File: src/fesp_pkg.sv
// constants, types and carriers for the status-polling block
// assumes a single 200 MHz clock domain and an apb register port
package fesp_pkg;

	// clock and timing
	localparam int CLK_MHZ = 200;
	localparam int PROT_TIME_US = 100;
	localparam int PROT_CYC_DEF = PROT_TIME_US * CLK_MHZ;
	localparam int RST_BUSY_US = 2;
	localparam int RST_BUSY_CYC = RST_BUSY_US * CLK_MHZ;
	localparam int CNT_W = 15;

	// apb register map, byte addresses
	localparam int ADDR_W = 12;
	localparam logic [ADDR_W-1:0] ADDR_CMD = 12'h000;
	localparam logic [ADDR_W-1:0] ADDR_STATUS = 12'h004;

	// command register fields
	localparam int CMD_OP_LSB = 0;
	localparam int CMD_OP_W = 4;
	localparam int CMD_PROT_BIT = 8;

	// command codes written by the embedded algorithm controller
	localparam logic [3:0] OP_PROG = 4'h1;
	localparam logic [3:0] OP_ERASE = 4'h2;
	localparam logic [3:0] OP_BUF = 4'h3;
	localparam logic [3:0] OP_SUSP = 4'h4;
	localparam logic [3:0] OP_RESUME = 4'h5;
	localparam logic [3:0] OP_RESET = 4'h6;
	localparam logic [3:0] OP_ABRST = 4'h7;
	localparam logic [3:0] OP_DONE = 4'h8;
	localparam logic [3:0] OP_TIMEOUT = 4'h9;
	localparam logic [3:0] OP_ABORT = 4'hA;

	// status word bit positions on the data bus
	localparam int DQ_POLL = 7;
	localparam int DQ_TOG1 = 6;
	localparam int DQ_TMO = 5;
	localparam int DQ_ESTART = 3;
	localparam int DQ_TOG2 = 2;
	localparam int DQ_ABORT = 1;

	// status register fields
	localparam int ST_BUSY_BIT = 0;
	localparam int ST_TOG1_BIT = 1;
	localparam int ST_TOG2_BIT = 2;
	localparam int ST_ESTART_BIT = 3;
	localparam int ST_ABORT_BIT = 4;
	localparam int ST_TMO_BIT = 5;
	localparam int ST_MODE_LSB = 8;

	// reset values
	localparam logic [15:0] DOUT_RST = 16'h0000;
	localparam logic [31:0] PRDATA_RST = 32'h0000_0000;
	localparam logic [CNT_W-1:0] CNT_RST = 15'h0000;

	typedef enum logic [3:0] {
		M_IDLE, M_PROG, M_BUF, M_ERASE, M_PROT, M_ESUSP, M_ESPROG, M_PSUSP, M_RSTBUSY
	} fesp_mode_t;

	// flash-side pins, all synchronous to pclk
	typedef struct packed {
		logic chip_enable_n;
		logic output_enable_n;
		logic write_strobe_n;
		logic in_erase_sector;
		logic [15:0] array_data;
		logic prog_data7;
	} fesp_pins_t;

	// apb request from the master
	typedef struct packed {
		logic psel;
		logic penable;
		logic pwrite;
		logic [ADDR_W-1:0] paddr;
		logic [31:0] pwdata;
	} fesp_apb_req_t;

	// apb answer to the master
	typedef struct packed {
		logic pready;
		logic pslverr;
		logic [31:0] prdata;
	} fesp_apb_rsp_t;

endpackage

File: src/fesp_edge.sv
// falling-edge detector for a group of level signals
// assumes the levels are synchronous to pclk
`timescale 1ns/100ps
`default_nettype none
module fesp_edge
	import fesp_pkg::*;
#(
	parameter int W = 1
) (
	input wire logic pclk,
	input wire logic presetn,
	input wire logic clk_en,
	input wire logic [W-1:0] lvl,
	output logic [W-1:0] fall
);
	typedef struct packed {
		logic [W-1:0] prev;
	} fesp_edge_st_t;

	fesp_edge_st_t s;
	fesp_edge_st_t next_s;

	// previous level is the only state
	always_comb begin
		next_s = s;
		next_s.prev = lvl;
	end

	always_ff @(posedge pclk or negedge presetn) begin
		if (!presetn) begin
			s <= '0;
		end else if (clk_en) begin
			s <= next_s;
		end
	end

	// a pulse only while the enable lets state move, so one end gives one pulse
	assign fall = s.prev & ~lvl & {W{clk_en}};
endmodule
`default_nettype wire

File: src/fesp_top.sv
// status-polling overlay of a parallel nor flash during embedded operations
// assumes pins are synchronous to pclk and the controller talks over apb
//
// Implementation choices: the APB slave port and the address map.
`timescale 1ns/100ps
`default_nettype none
module fesp_top
	import fesp_pkg::*;
#(
	parameter int PROT_CYCLES = PROT_CYC_DEF
) (
	input wire logic pclk,
	input wire logic presetn,
	input wire logic clk_en,
	input wire fesp_apb_req_t apb_req,
	output fesp_apb_rsp_t apb_rsp,
	input wire fesp_pins_t pins,
	output logic [15:0] data_out,
	output logic status_overlay,
	output logic ready_busy_n
);
	typedef struct packed {
		fesp_mode_t mode;
		logic from_buf;
		logic timeout_flag;
		logic buffer_abort_flag;
		logic toggle_bit_one;
		logic sector_toggle_bit;
		logic [CNT_W-1:0] cnt;
		logic [15:0] dout;
		logic overlay;
		logic rb_n;
		logic pready;
		logic pslverr;
		logic [31:0] prdata;
	} fesp_st_t;

	fesp_st_t s;
	fesp_st_t next_s;
	logic read_active;
	logic rd_end;
	logic cmd_we;
	logic [3:0] op;
	logic prot;
	logic toggling;
	logic busy;
	logic [31:0] status_reg;
	logic poll_bit;
	logic estart;

	// a read cycle is framed by either strobe; its end is either rising
	assign read_active = !pins.chip_enable_n && !pins.output_enable_n && pins.write_strobe_n;

	fesp_edge #(
		.W(1)
	) u_rd_edge (
		.pclk(pclk),
		.presetn(presetn),
		.clk_en(clk_en),
		.lvl(read_active),
		.fall(rd_end)
	);

	// commands take effect at the edge where the master sees pready
	assign cmd_we = apb_req.psel && apb_req.penable && s.pready && apb_req.pwrite
		&& (apb_req.paddr == ADDR_CMD);
	assign op = apb_req.pwdata[CMD_OP_LSB +: CMD_OP_W];
	assign prot = apb_req.pwdata[CMD_PROT_BIT];

	// modes in which toggle bit one moves
	assign toggling = (s.mode == M_PROG) || (s.mode == M_BUF) || (s.mode == M_ERASE)
		|| (s.mode == M_PROT) || (s.mode == M_ESPROG);
	assign busy = toggling || (s.mode == M_RSTBUSY);

	// software view of the block state
	always_comb begin
		status_reg = PRDATA_RST;
		status_reg[ST_BUSY_BIT] = busy;
		status_reg[ST_TOG1_BIT] = s.toggle_bit_one;
		status_reg[ST_TOG2_BIT] = s.sector_toggle_bit;
		status_reg[ST_ESTART_BIT] = (s.mode == M_ERASE) || (s.mode == M_ESUSP);
		status_reg[ST_ABORT_BIT] = s.buffer_abort_flag;
		status_reg[ST_TMO_BIT] = s.timeout_flag;
		status_reg[ST_MODE_LSB +: 4] = s.mode;
	end

	// next state: apb slave, mode sequencing, toggles and the data bus word
	always_comb begin
		next_s = s;
		poll_bit = 1'b0;
		estart = 1'b0;
		// one wait state per access; unmapped addresses answer with pslverr
		next_s.pready = 1'b0;
		next_s.pslverr = 1'b0;
		if (apb_req.psel && apb_req.penable && !s.pready) begin
			next_s.pready = 1'b1;
			next_s.pslverr = (apb_req.paddr != ADDR_CMD) && (apb_req.paddr != ADDR_STATUS);
			next_s.prdata = (apb_req.paddr == ADDR_STATUS && !apb_req.pwrite) ?
				status_reg : PRDATA_RST;
		end
		// mode sequencing; toggling starts as soon as the command lands
		case (s.mode)
			M_IDLE: begin
				if (cmd_we && op == OP_PROG) begin
					next_s.mode = M_PROG;
				end else if (cmd_we && op == OP_BUF) begin
					next_s.mode = M_BUF;
				end else if (cmd_we && op == OP_ERASE && prot) begin
					next_s.mode = M_PROT;
					next_s.cnt = CNT_W'(PROT_CYCLES - 1);
				end else if (cmd_we && op == OP_ERASE) begin
					next_s.mode = M_ERASE;
				end
			end
			M_PROG, M_BUF, M_ESPROG: begin
				if (cmd_we && op == OP_TIMEOUT) begin
					next_s.timeout_flag = 1'b1;
				end else if (cmd_we && op == OP_ABORT && s.mode == M_BUF) begin
					next_s.buffer_abort_flag = 1'b1;
				end else if (cmd_we && op == OP_RESET && s.timeout_flag) begin
					next_s.timeout_flag = 1'b0;
					next_s.mode = M_RSTBUSY;
					next_s.cnt = CNT_W'(RST_BUSY_CYC - 1);
				end else if (cmd_we && op == OP_ABRST && s.buffer_abort_flag) begin
					next_s.buffer_abort_flag = 1'b0;
					next_s.timeout_flag = 1'b0;
					next_s.mode = M_IDLE;
				end else if (s.timeout_flag || s.buffer_abort_flag) begin
					// failed operation stays busy until cleared
					next_s.mode = s.mode;
				end else if (cmd_we && op == OP_DONE) begin
					next_s.mode = (s.mode == M_ESPROG) ? M_ESUSP : M_IDLE;
				end else if (cmd_we && op == OP_SUSP && s.mode != M_ESPROG) begin
					next_s.from_buf = (s.mode == M_BUF);
					next_s.mode = M_PSUSP;
				end
			end
			M_ERASE: begin
				// only timeout, reset after a timeout, suspend and done are taken once erase runs
				if (cmd_we && op == OP_TIMEOUT) begin
					next_s.timeout_flag = 1'b1;
				end else if (cmd_we && op == OP_RESET && s.timeout_flag) begin
					next_s.timeout_flag = 1'b0;
					next_s.mode = M_RSTBUSY;
					next_s.cnt = CNT_W'(RST_BUSY_CYC - 1);
				end else if (cmd_we && op == OP_SUSP && !s.timeout_flag) begin
					next_s.mode = M_ESUSP;
				end else if (cmd_we && op == OP_DONE && !s.timeout_flag) begin
					next_s.mode = M_IDLE;
				end
			end
			M_PROT: begin
				// no erase happens; the countdown alone ends the busy spell
				if (s.cnt == CNT_RST) begin
					next_s.mode = M_IDLE;
				end else begin
					next_s.cnt = s.cnt - 1'b1;
				end
			end
			M_ESUSP: begin
				if (cmd_we && op == OP_RESUME) begin
					next_s.mode = M_ERASE;
				end else if (cmd_we && (op == OP_PROG || op == OP_BUF)) begin
					next_s.mode = M_ESPROG;
				end
			end
			M_PSUSP: begin
				if (cmd_we && op == OP_RESUME) begin
					next_s.mode = s.from_buf ? M_BUF : M_PROG;
				end
			end
			M_RSTBUSY: begin
				// busy may linger after reset; bounded by the count
				if (s.cnt == CNT_RST) begin
					next_s.mode = M_IDLE;
				end else begin
					next_s.cnt = s.cnt - 1'b1;
				end
			end
			default: begin
				next_s.mode = M_IDLE;
			end
		endcase
		// toggles move once per finished read cycle
		if (rd_end && toggling) begin
			next_s.toggle_bit_one = ~s.toggle_bit_one;
		end
		if (rd_end && pins.in_erase_sector && (s.mode == M_ERASE || s.mode == M_ESUSP)) begin
			next_s.sector_toggle_bit = ~s.sector_toggle_bit;
		end
		// poll bit and erase-started value for the coming mode
		case (next_s.mode)
			M_PROG, M_BUF, M_ESPROG: begin
				poll_bit = ~pins.prog_data7;
			end
			M_ESUSP: begin
				poll_bit = 1'b1;
				estart = 1'b1;
			end
			M_ERASE: begin
				estart = 1'b1;
			end
			default: begin
				poll_bit = 1'b0;
			end
		endcase
		// overlay everywhere while busy; suspend shows array outside its sector
		next_s.overlay = (next_s.mode == M_PROG) || (next_s.mode == M_BUF)
			|| (next_s.mode == M_ERASE) || (next_s.mode == M_PROT)
			|| (next_s.mode == M_ESPROG) || (next_s.mode == M_RSTBUSY)
			|| (next_s.mode == M_ESUSP && pins.in_erase_sector);
		if (next_s.overlay) begin
			next_s.dout = DOUT_RST;
			next_s.dout[DQ_POLL] = poll_bit;
			next_s.dout[DQ_TOG1] = next_s.toggle_bit_one;
			next_s.dout[DQ_TMO] = next_s.timeout_flag;
			next_s.dout[DQ_ESTART] = estart;
			next_s.dout[DQ_TOG2] = next_s.sector_toggle_bit;
			next_s.dout[DQ_ABORT] = next_s.buffer_abort_flag;
		end else begin
			next_s.dout = pins.array_data;
		end
		// ready only when idle or suspended
		next_s.rb_n = !next_s.overlay || (next_s.mode == M_ESUSP);
	end

	// all state in one register; clock enable freezes it
	always_ff @(posedge pclk or negedge presetn) begin
		if (!presetn) begin
			s.mode <= M_IDLE;
			s.from_buf <= 1'b0;
			s.timeout_flag <= 1'b0;
			s.buffer_abort_flag <= 1'b0;
			s.toggle_bit_one <= 1'b0;
			s.sector_toggle_bit <= 1'b0;
			s.cnt <= CNT_RST;
			s.dout <= DOUT_RST;
			s.overlay <= 1'b0;
			s.rb_n <= 1'b1;
			s.pready <= 1'b0;
			s.pslverr <= 1'b0;
			s.prdata <= PRDATA_RST;
		end else if (clk_en) begin
			s <= next_s;
		end
	end

	// outputs straight from the state register
	assign apb_rsp.pready = s.pready;
	assign apb_rsp.pslverr = s.pslverr;
	assign apb_rsp.prdata = s.prdata;
	assign data_out = s.dout;
	assign status_overlay = s.overlay;
	assign ready_busy_n = s.rb_n;
endmodule
`default_nettype wire

File: config.mk
export PLATFORM = sky130hd
export DESIGN_NAME = fesp_top
export DESIGN_NICKNAME = d
export VERILOG_FILES = /design/src/fesp_pkg.sv /design/src/fesp_edge.sv /design/src/fesp_top.sv
export SDC_FILE = /design/constraint.sdc
export NUM_CORES = 1
export LEC_CHECK = 0
export BUFFER_PORTS_ARGS = -buffer_cell sky130_fd_sc_hd__buf_2
export CELL_PAD_IN_SITES_DETAIL_PLACEMENT = 0
export CELL_PAD_IN_SITES_GLOBAL_PLACEMENT = 1
export CORE_MARGIN = 2
export CORE_UTILIZATION = 40
export CTS_CLUSTER_SIZE = 20
export DETAILED_ROUTE_END_ITERATION = 6
export HOLD_SLACK_MARGIN = 0.12
export PLACE_DENSITY_LB_ADDON = 0.1
export SLEW_MARGIN = 20
export SYNTH_ARGS = -nofsm -noshare
export SYNTH_HDL_FRONTEND = slang
export SYNTH_HIERARCHICAL = 1
export SYNTH_SLANG_ARGS = --single-unit
File: constraint.sdc
create_clock -name pclk -period 4.4 [get_ports pclk]
set_input_delay 0.88 -clock pclk [delete_from_list [all_inputs] [get_ports pclk]]
set_output_delay 0.88 -clock pclk [all_outputs]
set_load 0.01 [all_outputs]
==> impl_metrics.toml, run 1 <==
[timing]
max_slew_margin = 0.410
final_hold_viol_count = 0
tns_ps = 0
min_period_over_period = 0.736
tightestPinTransition_ps = 882
slew_viol_final = 0
rsz0062_at_grt = "no"
fin_ws_ps = 1160
max_freq_mhz = 309
fin_skew_ps = 7.13
setup_viol = 0
period_minus_slack_ps = 3240

[routing]
postRouteAntennaNets = 0
drt_iter0_drc = 191
vias = 3145
drt_first_pass_iters = 5
wirelength_mm = 9.13
via_per_inst = 5.39
drc_errors = 0
wl_per_cell_um = 15.7

[yosys]
synth_area_um2 = 3780
synth_xor_area_frac = 0.0116
muxShareOfSynthArea = 0.0350
synth-compound-area-share = 0.212
synth_warnings = 6
synth_top_family_by_area = "simple AND/OR/NAND/NOR gates"
async_flop_share = 1.00
synth_common_cells = "54 x dfrtp_1, 50 x buf_4, 46 x nand2_1"
ys_ff_latch = 55
synth_top_area_cell = "dfrtp_1"
synth_ff_type = "dfrtp_1"
synth.most_common_cell = "dfrtp_1"
synthSimpleGateAreaFrac = 0.221
seq_area_frac_synth = 0.364
yosysUniqueCellTypes = 65
synthTopCellsByArea = "dfrtp_1 36%, buf_4 9.9%, nand2_1 4.6%"
synth_top_area_frac = 0.357
synthCells = 439
avgSynthCellArea_um2 = 8.62
synth-edff-count = 0
synth_fa_ha_area_frac = 0.00661

[critical_path]
r2r_slack_ps = 1380
cp-end-kind = "flop"
worstSetupStartpointType = "primary input"
arrival_ps = 3450
cp.required_ps = 4610
path_class = "in2reg"
critPathMaxFanout = 19
timing.rr.end = "status_overlay$_DFFE_PN0P_"
r2r_start = "s[75]$_DFFE_PN0P_"
rr_worst_depth = 8

[floorplanning]
die_h_um = 101
pin_count = 123
dieArea_um2 = 10300
fp.dieW_um = 101
placementRows = 35
core-area_um2 = 9200
start_util = 0.412

[cts]
clock-sinks = 55
post_cts.repair.setup_buffers = 0
clk_path_buf_depth = 2
cts_max_level = 2
cts_resized = 0
clock_latency_ps = 320
cts_root_buf = "clkbuf_8"
cts_tree = "built"
cts_hold_buffers = 0
cts_made_buffers = 5
clk_pin_slew_worst_paths_ps = 110

[cells_and_area]
finalNetCount = 544
register_area_um2 = 1380
antenna_cells = 0
drive_gt1_frac = 0.244
nFillCells = 953
multi_input_area_um2 = 1920
areaGrowthSynthToFinish_pct = 6.58

[global_routing]
overflow = 0
grt_max_degree = 43
grt_usage = 0.177
grt_pass1_vias = 2841
grt_pass1_wl_mm = 14.6
antenna_found_initial = 0

[place]
dp_worst_setup_slack_ps = 810
hpwl_mm = 6.58
port_buffers = 73
place_congestion = 0.895

[run_status]
status = "finished clean"

[pwr]
pwr_density_cell_nw_per_um2 = 361
total_leakage_power_nw = 1.88
max-vdd-ir-drop_mv = 0.179

[worst_hold_path]
hold_path_depth = 2
hold_start = "apb_rsp[0]$_DFFE_PN0P_"
hp-class = "reg2reg"
min_delay_worst_endpoint = "apb_rsp[0]$_DFFE_PN0P_"

[job]
cap_violations = 0
report_power, final:
part | switching (W) | internal (W)
logic | 0.000247 | 0.000170
clock network | 0.000184 | 0.000173
registers | 0.0000893 | 0.000593
state kept, by name (all words and copies together) (netlist names):
signal,cells
ready_busy_n,1
apb_rsp,12
u_rd_edge/s,1
data_out,16
s,24
status_overlay,1
cell families (layout without fill, tap and decap cells):
family	count (synthesis)	in the layout
simple gates	162	162
other cells	1	22
xor+xnor	5	5
fa+ha+maj	2	2
compound gates	106	106
flops	55	55
mux	11	11
buf+inv	97	109
worst max-delay path: stages:
cell and delay [ps]:
buf_2 100, nor4_2 350, nand3_1 210, nor3_1 650, a221oi_1 160, o221a_2 220, a21o_1 180, mux2_4 380
mux2_4 300
cell usage in the layout (no fill, tap or decap), types with 6 or more instances in the layout:
| cell type | instances |
|---|---|
| and3_1 | 6 |
| nand4_1 | 9 |
| nor3_1 | 11 |
| a21oi_1 | 17 |
| dfrtp_1 | 54 |
| nand2_1 | 46 |
| a31oi_1 | 7 |
| mux2_2 | 6 |
| nor2b_1 | 7 |
| o21ai_0 | 23 |
| a22o_1 | 9 |
| nor2_1 | 37 |
| buf_2 | 73 |
| inv_1 | 24 |
| o22ai_2 | 10 |
| nand3_1 | 12 |
| conb_1 | 22 |
| nand2b_1 | 6 |
cell type report:
type / instances / area share
multi-input combinational: 308 / 0.476
tap: 111 / 0.0344
timing repair buffer: 77 / 0.0980
clock buffer: 6 / 0.0180
sequential: 55 / 0.342
clock inverter: 2 / 0.00962
inverter: 24 / 0.0223
stage by stage:
| step | utilization | hold WS (ps) | instance area [um^2] | total power, W | instances |
|---|---|---|---|---|---|
| floorplan | - | 440 | 3860 | 0.00103 | 460 |
| global route | 0.439 | 510 | 4030 | 0.00156 | 583 |
| global placement | 0.427 | 452 | 3920 | 0.00111 | 575 |
| CTS | 0.439 | 485 | 4030 | 0.00147 | 583 |
| finish | 0.439 | 480 | 4030 | 0.00146 | 583 |
| detailed placement | 0.427 | 460 | 3920 | 0.00111 | 575 |
layer usage:
metal,track usage,routed length [um]
met3,0.0311,485
met2,0.281,4310
met5,0,0
met4,0.0468,116
met1,0.251,4220
worst max-delay path by stage:
stage / start / endpoint / slack (ps) / cells after the start
after floorplan: apb_req[37] / status_overlay$_DFFE_PN0P_ / 1320 / 8
after global placement: apb_req[33] / status_overlay$_DFFE_PN0P_ / 790 / 9
after detailed placement: apb_req[37] / status_overlay$_DFFE_PN0P_ / 810 / 9
after CTS: apb_req[37] / status_overlay$_DFFE_PN0P_ / 1150 / 9
after global routing: apb_req[37] / s[57]$_DFFE_PN0P_ / 1040 / 8
final: apb_req[37] / status_overlay$_DFFE_PN0P_ / 1160 / 9
Note: power is estimated with default switching activity, not from simulation.
==> inputs of run 2 (changes only) <==
CORE_UTILIZATION = 34   (was 40)
clock period = 2.79 ns   (was 4.4 ns; I/O delays follow)
==> run 2 against run 1 <==
  * Die area increased by 17%
  * Non-clock buffer count increased by 58
  * First-iteration DRC count decreased by 5.2%
  * Via count increased by 6.2%
  * Flip-flop and latch count unchanged
  * Largest cell class unchanged
  * Sequential share of layout area decreased by 3.7 points
==> impl_metrics.toml, run 2 (synthesis results as in run 1) <==
[timing]
rsz0062_at_grt = "no"
fin_skew_ps = 17.5
fin_ws_ps = 98.1
setup_viol = 0
min_period_over_period = 0.965
final_hold_viol_count = 0
tightestPinTransition_ps = 576
period_minus_slack_ps = 2690
max_freq_mhz = 371
max_slew_margin = 0.616
holdWs_ps = 188
slew_viol_final = 0

[floorplanning]
fp.dieW_um = 110
pin_count = 123
start_util = 0.349
dieArea_um2 = 12000
placementRows = 38
core-area_um2 = 10800
die_h_um = 110

[critical_path]
cp-end-kind = "flop"
cp.required_ps = 3050
arrival_ps = 2950
r2r_slack_ps = 100
cp_num_buf_inv = 1
crit_chain = "or4_4 > a211oi_2 > a41oi_1 > a31oi_1 > a211o_1 > mux2_4 > buf_4 > o22ai_2"
timing.rr.end = "data_out[13]$_DFFE_PN0P_"
r2r_start = "s[70]$_DFFE_PN0P_"
worst_path_largest_cell_delay_ps = 540
rr_worst_depth = 8
critPathMaxFanout = 10
slowest_stage = "or4_4"
path_class = "reg2reg"
worstSetupStartpointType = "flop"
cpLargestDelayFamily = "compound AO/OA/AOI/OAI gates"

[cells_and_area]
areaGrowthSynthToFinish_pct = 19.6
register_area_um2 = 1380
multi_input_area_um2 = 1950
layout.cells.most_common = "buf_2"
drive_gt1_frac = 0.332
finalNetCount = 602
fin_area_um2 = 4530
nFillCells = 1120
largest_register_ffs = 24
utilization = 0.418
mostFrequentLayoutCells = "73 x buf_2, 61 x buf_4, 54 x dfrtp_1"
fin_cells = 670
antenna_cells = 0
regMostFlops = "s"

[cts]
clock-sinks = 55
clock_latency_ps = 340
cts_root_buf = "clkbuf_8"
cts_max_level = 2
clk_path_buf_depth = 2
cts_made_buffers = 5
clk_pin_slew_worst_paths_ps = 130
cts_hold_buffers = 0
cts_tree = "built"

[global_routing]
grt_pass1_wl_mm = 16.1
grt_usage = 0.174
overflow = 0
antenna_found_initial = 0
grt_max_degree = 35
grt_pass1_vias = 3146

[place]
dpl.cell_count = 662
place_congestion = 0.841
dp_worst_setup_slack_ps = -284
place_area_um2 = 4410
port_buffers = 73
hpwl_mm = 7.64

[pwr]
p_int_w = 0.00148
swShare = 0.372
comb_power_share = 0.335
pwr_density_cell_nw_per_um2 = 520
pwr-share-clk = 0.213
total_leakage_power_nw = 2.17
max-vdd-ir-drop_mv = 0.517
p_switching_w = 0.000876
p_seq_frac = 0.451

[routing]
vias = 3339
wl_per_cell_um = 15.0
via_per_inst = 4.98
wirelength_mm = 10.0
drc_errors = 0
drt_iter0_drc = 181
drt_first_pass_iters = 5
postRouteAntennaNets = 0

[run_status]
status = "finished clean"

[job]
cap_violations = 0

[worst_hold_path]
hp-class = "in2async"
[run 2: changes by cell type in the layout (fill, tap and decap cells not counted), sizes merged]
cell / before / now
clkinvlp: 0 / 1
clkinv: 0 / 1
clkbuf: 6 / 5
buf: 77 / 135
bufinv: 1 / 0
[run 2: how the worst max path moves through the flow]
stage | startpoint | endpoint | slack (ps) | depth (start not counted)
floorplan | apb_req[37] | status_overlay$_DFFE_PN0P_ | 40 | 8
global route | s[70]$_DFFE_PN0P_ | data_out[13]$_DFFE_PN0P_ | 3 | 8
finish | s[70]$_DFFE_PN0P_ | data_out[13]$_DFFE_PN0P_ | 100 | 8
CTS | apb_req[37] | data_out[13]$_DFFE_PN0P_ | 70 | 11
detailed placement | apb_req[37] | data_out[13]$_DFFE_PN0P_ | -280 | 11
global placement | apb_req[37] | data_out[0]$_DFFE_PN0P_ | -250 | 11
[run 2: per-stage QoR]
stage | setup TNS, ps | total power (W)
final | 0 | 0.00235
after global routing | 0 | 0.00254
after global placement | -4300 | 0.00186
after detailed placement | -5230 | 0.00187
after floorplan | 0 | 0.00163
after CTS | 0 | 0.00239
[run 2: per-layer routing]
layer	GRT usage	wire length, um	part of all wire
met1	0.224	4640	0.46
met5	0	0	0
met2	0.296	4830	0.48
met4	0.0425	118	0.012
met3	0.0362	430	0.043
[run 2: final cells by class]
type                       instances  area share
sequential                        55       0.304
inverter                          24      0.0199
timing repair buffer             135       0.186
clock inverter                     3     0.00525
tap                              140      0.0387
multi-input combinational        308       0.430
clock buffer                       5      0.0152
[run 2: what timing repair did]
action | in CTS | in global routing
setup endpoints to repair | 0 | 18
setup buffers | 0 | 0
endpoints found under the hold margin | 0 | 0
gates resized for setup | 0 | 5
[run 2: worst reg2reg max path, stage by stage (launching register included)]
cell      delay (ps)
dfrtp_1          400
or4_4            540
a211oi_2         340
a41oi_1          160
a31oi_1          180
a211o_1          260
mux2_4           390
buf_4            220
o22ai_2          130
[run 2: power by group through the flow]
stage	Sequential, W	Combinational, W	Clock, W
2_1_floorplan	0.00104	0.000591	0
3_3_place_gp	0.00108	0.000786	0
3_5_place_dp	0.00108	0.000795	0
4_1_cts	0.00106	0.000796	0.000531
5_1_grt	0.00109	0.000890	0.000560
6_report	0.00106	0.000789	0.000502
==> inputs of run 3 (changes only) <==
BUFFER_PORTS_ARGS = -buffer_cell sky130_fd_sc_hd__clkbuf_2   (was -buffer_cell sky130_fd_sc_hd__buf_2)
==> run 3 against run 2 <==
  * Die area unchanged
  * Sequential power is essentially flat
  * Power is 3.2% higher
  * Via count is 0.51% lower
  * Flip-flop and latch count did not move
  * Non-clock buffer count decreased by 2
  * Register-to-register slack better by 20 ps
  * Utilization fell by 0.17 points
  * Global-route usage fell by 0.16 points
  * Fmax decreased by 0.99%
  * Critical path type is now in2reg
  * Largest cell class unchanged
==> impl_metrics.toml, run 3 (synthesis results as in run 1) <==
[floorplanning]
placementRows = 38
dieArea_um2 = 12000
die_h_um = 110
fp.dieW_um = 110
pin_count = 123
start_util = 0.349
core-area_um2 = 10800

[critical_path]
crit_chain = "clkbuf_2 > nor4_2 > and3_4 > nand4_1 > o211a_1 > a2111oi_4 > buf_4 > a21o_1 > mux2_4 > buf_4 > o22ai_2"
slowest_stage = "nor4_2"
cp_num_buf_inv = 3
arrival_ps = 2920
cpLargestDelayFamily = "compound AO/OA/AOI/OAI gates"
r2r_slack_ps = 120
cp.required_ps = 3000
worst_path_largest_cell_delay_ps = 340
cp-end-kind = "flop"
worstSetupStartpointType = "primary input"
path_class = "in2reg"
worst_path_most_repeated_cell = "buf_4"
critPathMaxFanout = 10

[routing]
drt_first_pass_iters = 5
drc_errors = 0
wl_per_cell_um = 15.1
wirelength_mm = 10.1
drt_iter0_drc = 173
via_per_inst = 4.97
postRouteAntennaNets = 0
vias = 3322

[timing]
min_period_over_period = 0.974
max_slew_margin = 0.653
slew_viol_final = 0
fin_skew_ps = 7.61
setup_viol = 0
fin_ws_ps = 71.2
rsz0062_at_grt = "no"
period_minus_slack_ps = 2720
max_freq_mhz = 368
tightestPinTransition_ps = 520
final_hold_viol_count = 0
holdWs_ps = 177

[global_routing]
grt_pass1_vias = 3108
antenna_found_initial = 0
overflow = 0
grt_pass1_wl_mm = 15.8
grt_usage = 0.172
grt_max_degree = 39

[run_status]
status = "finished clean"

[cts]
cts_made_buffers = 5
clock-sinks = 55
clk_pin_slew_worst_paths_ps = 100
cts_tree = "built"
clock_latency_ps = 330
cts_root_buf = "clkbuf_8"
cts_max_level = 2
clk_path_buf_depth = 2
post_cts.repair.setup_buffers = 0
cts_resized = 0
cts_hold_buffers = 0

[place]
place_area_um2 = 4380
dp_worst_setup_slack_ps = -264
place_congestion = 0.917
hpwl_mm = 7.63
port_buffers = 73

[cells_and_area]
mostFrequentLayoutCells = "73 x clkbuf_2, 60 x buf_4, 52 x dfrtp_1"
utilization = 0.416
finalNetCount = 600
nFillCells = 1162
drive_gt1_frac = 0.330
fin_area_um2 = 4510
layout.cells.most_common = "clkbuf_2"
antenna_cells = 0
largest_register_ffs = 24
areaGrowthSynthToFinish_pct = 19.1
regMostFlops = "s"

[job]
cap_violations = 0

[pwr]
total_leakage_power_nw = 2.15
total_power_w = 0.00243
max-vdd-ir-drop_mv = 0.383
pwr_density_cell_nw_per_um2 = 539

[worst_hold_path]
hp-class = "in2async"
[run 3: cell count changes in the layout (fill, tap and decap cells not counted), moves of 2 or more]
cell,change
buf_2,-73
clkbuf_2,+73
dfrtp_1,-2
dfrtp_2,+2
nor4_2,+2
[run 3: metal layers]
| layer | track usage | wire (um) | share of wire | up-vias |
|---|---|---|---|---|
| met3 | 0.0326 | 414 | 0.041 | 12 |
| li1 | - | - | - | 1666 |
| met2 | 0.279 | 4720 | 0.47 | 70 |
| met1 | 0.230 | 4760 | 0.47 | 1574 |
| met5 | 0 | 0 | 0 | - |
| met4 | 0.0561 | 195 | 0.019 | 0 |
[run 3: final timing paths]
kind	cells past startpoint	endpoint	from
min reg2reg	2	apb_rsp[0]$_DFFE_PN0P_	apb_rsp[0]$_DFFE_PN0P_
min in group pclk	3	data_out[13]$_DFFE_PN0P_	pins[14]
max reg2reg	9	data_out[14]$_DFFE_PN0P_	s[70]$_DFFE_PN0P_
max	11	data_out[14]$_DFFE_PN0P_	apb_req[37]
min	1	apb_rsp[33]$_DFFE_PN0P_	presetn
max in group asynchronous	2	ready_busy_n$_DFFE_PN1P_	presetn
[run 3: final cells by class]
class / instances / area, um^2 / area share
well taps: 140 / 175 / 0.0389
flip-flops and latches: 55 / 1380 / 0.306
repair buffers: 133 / 816 / 0.181
inverters: 24 / 90.1 / 0.0200
clock buffers: 6 / 72.6 / 0.0161
multi-input cells: 308 / 1940 / 0.429
clock inverters: 2 / 38.8 / 0.00860
[run 3: per-stage QoR]
| stage | TNS [ps] | std cells |
|---|---|---|
| global placement | -3510 | 660 |
| CTS | 0 | 668 |
| global route | 0 | 668 |
| finish | 0 | 668 |
| floorplan | 0 | 460 |
| detailed placement | -4050 | 660 |
[run 3: where the power goes]
| group | switching [W] | internal (W) |
|---|---|---|
| clock network | 0.000293 | 0.000272 |
| logic | 0.000446 | 0.000360 |
| registers | 0.000122 | 0.000936 |
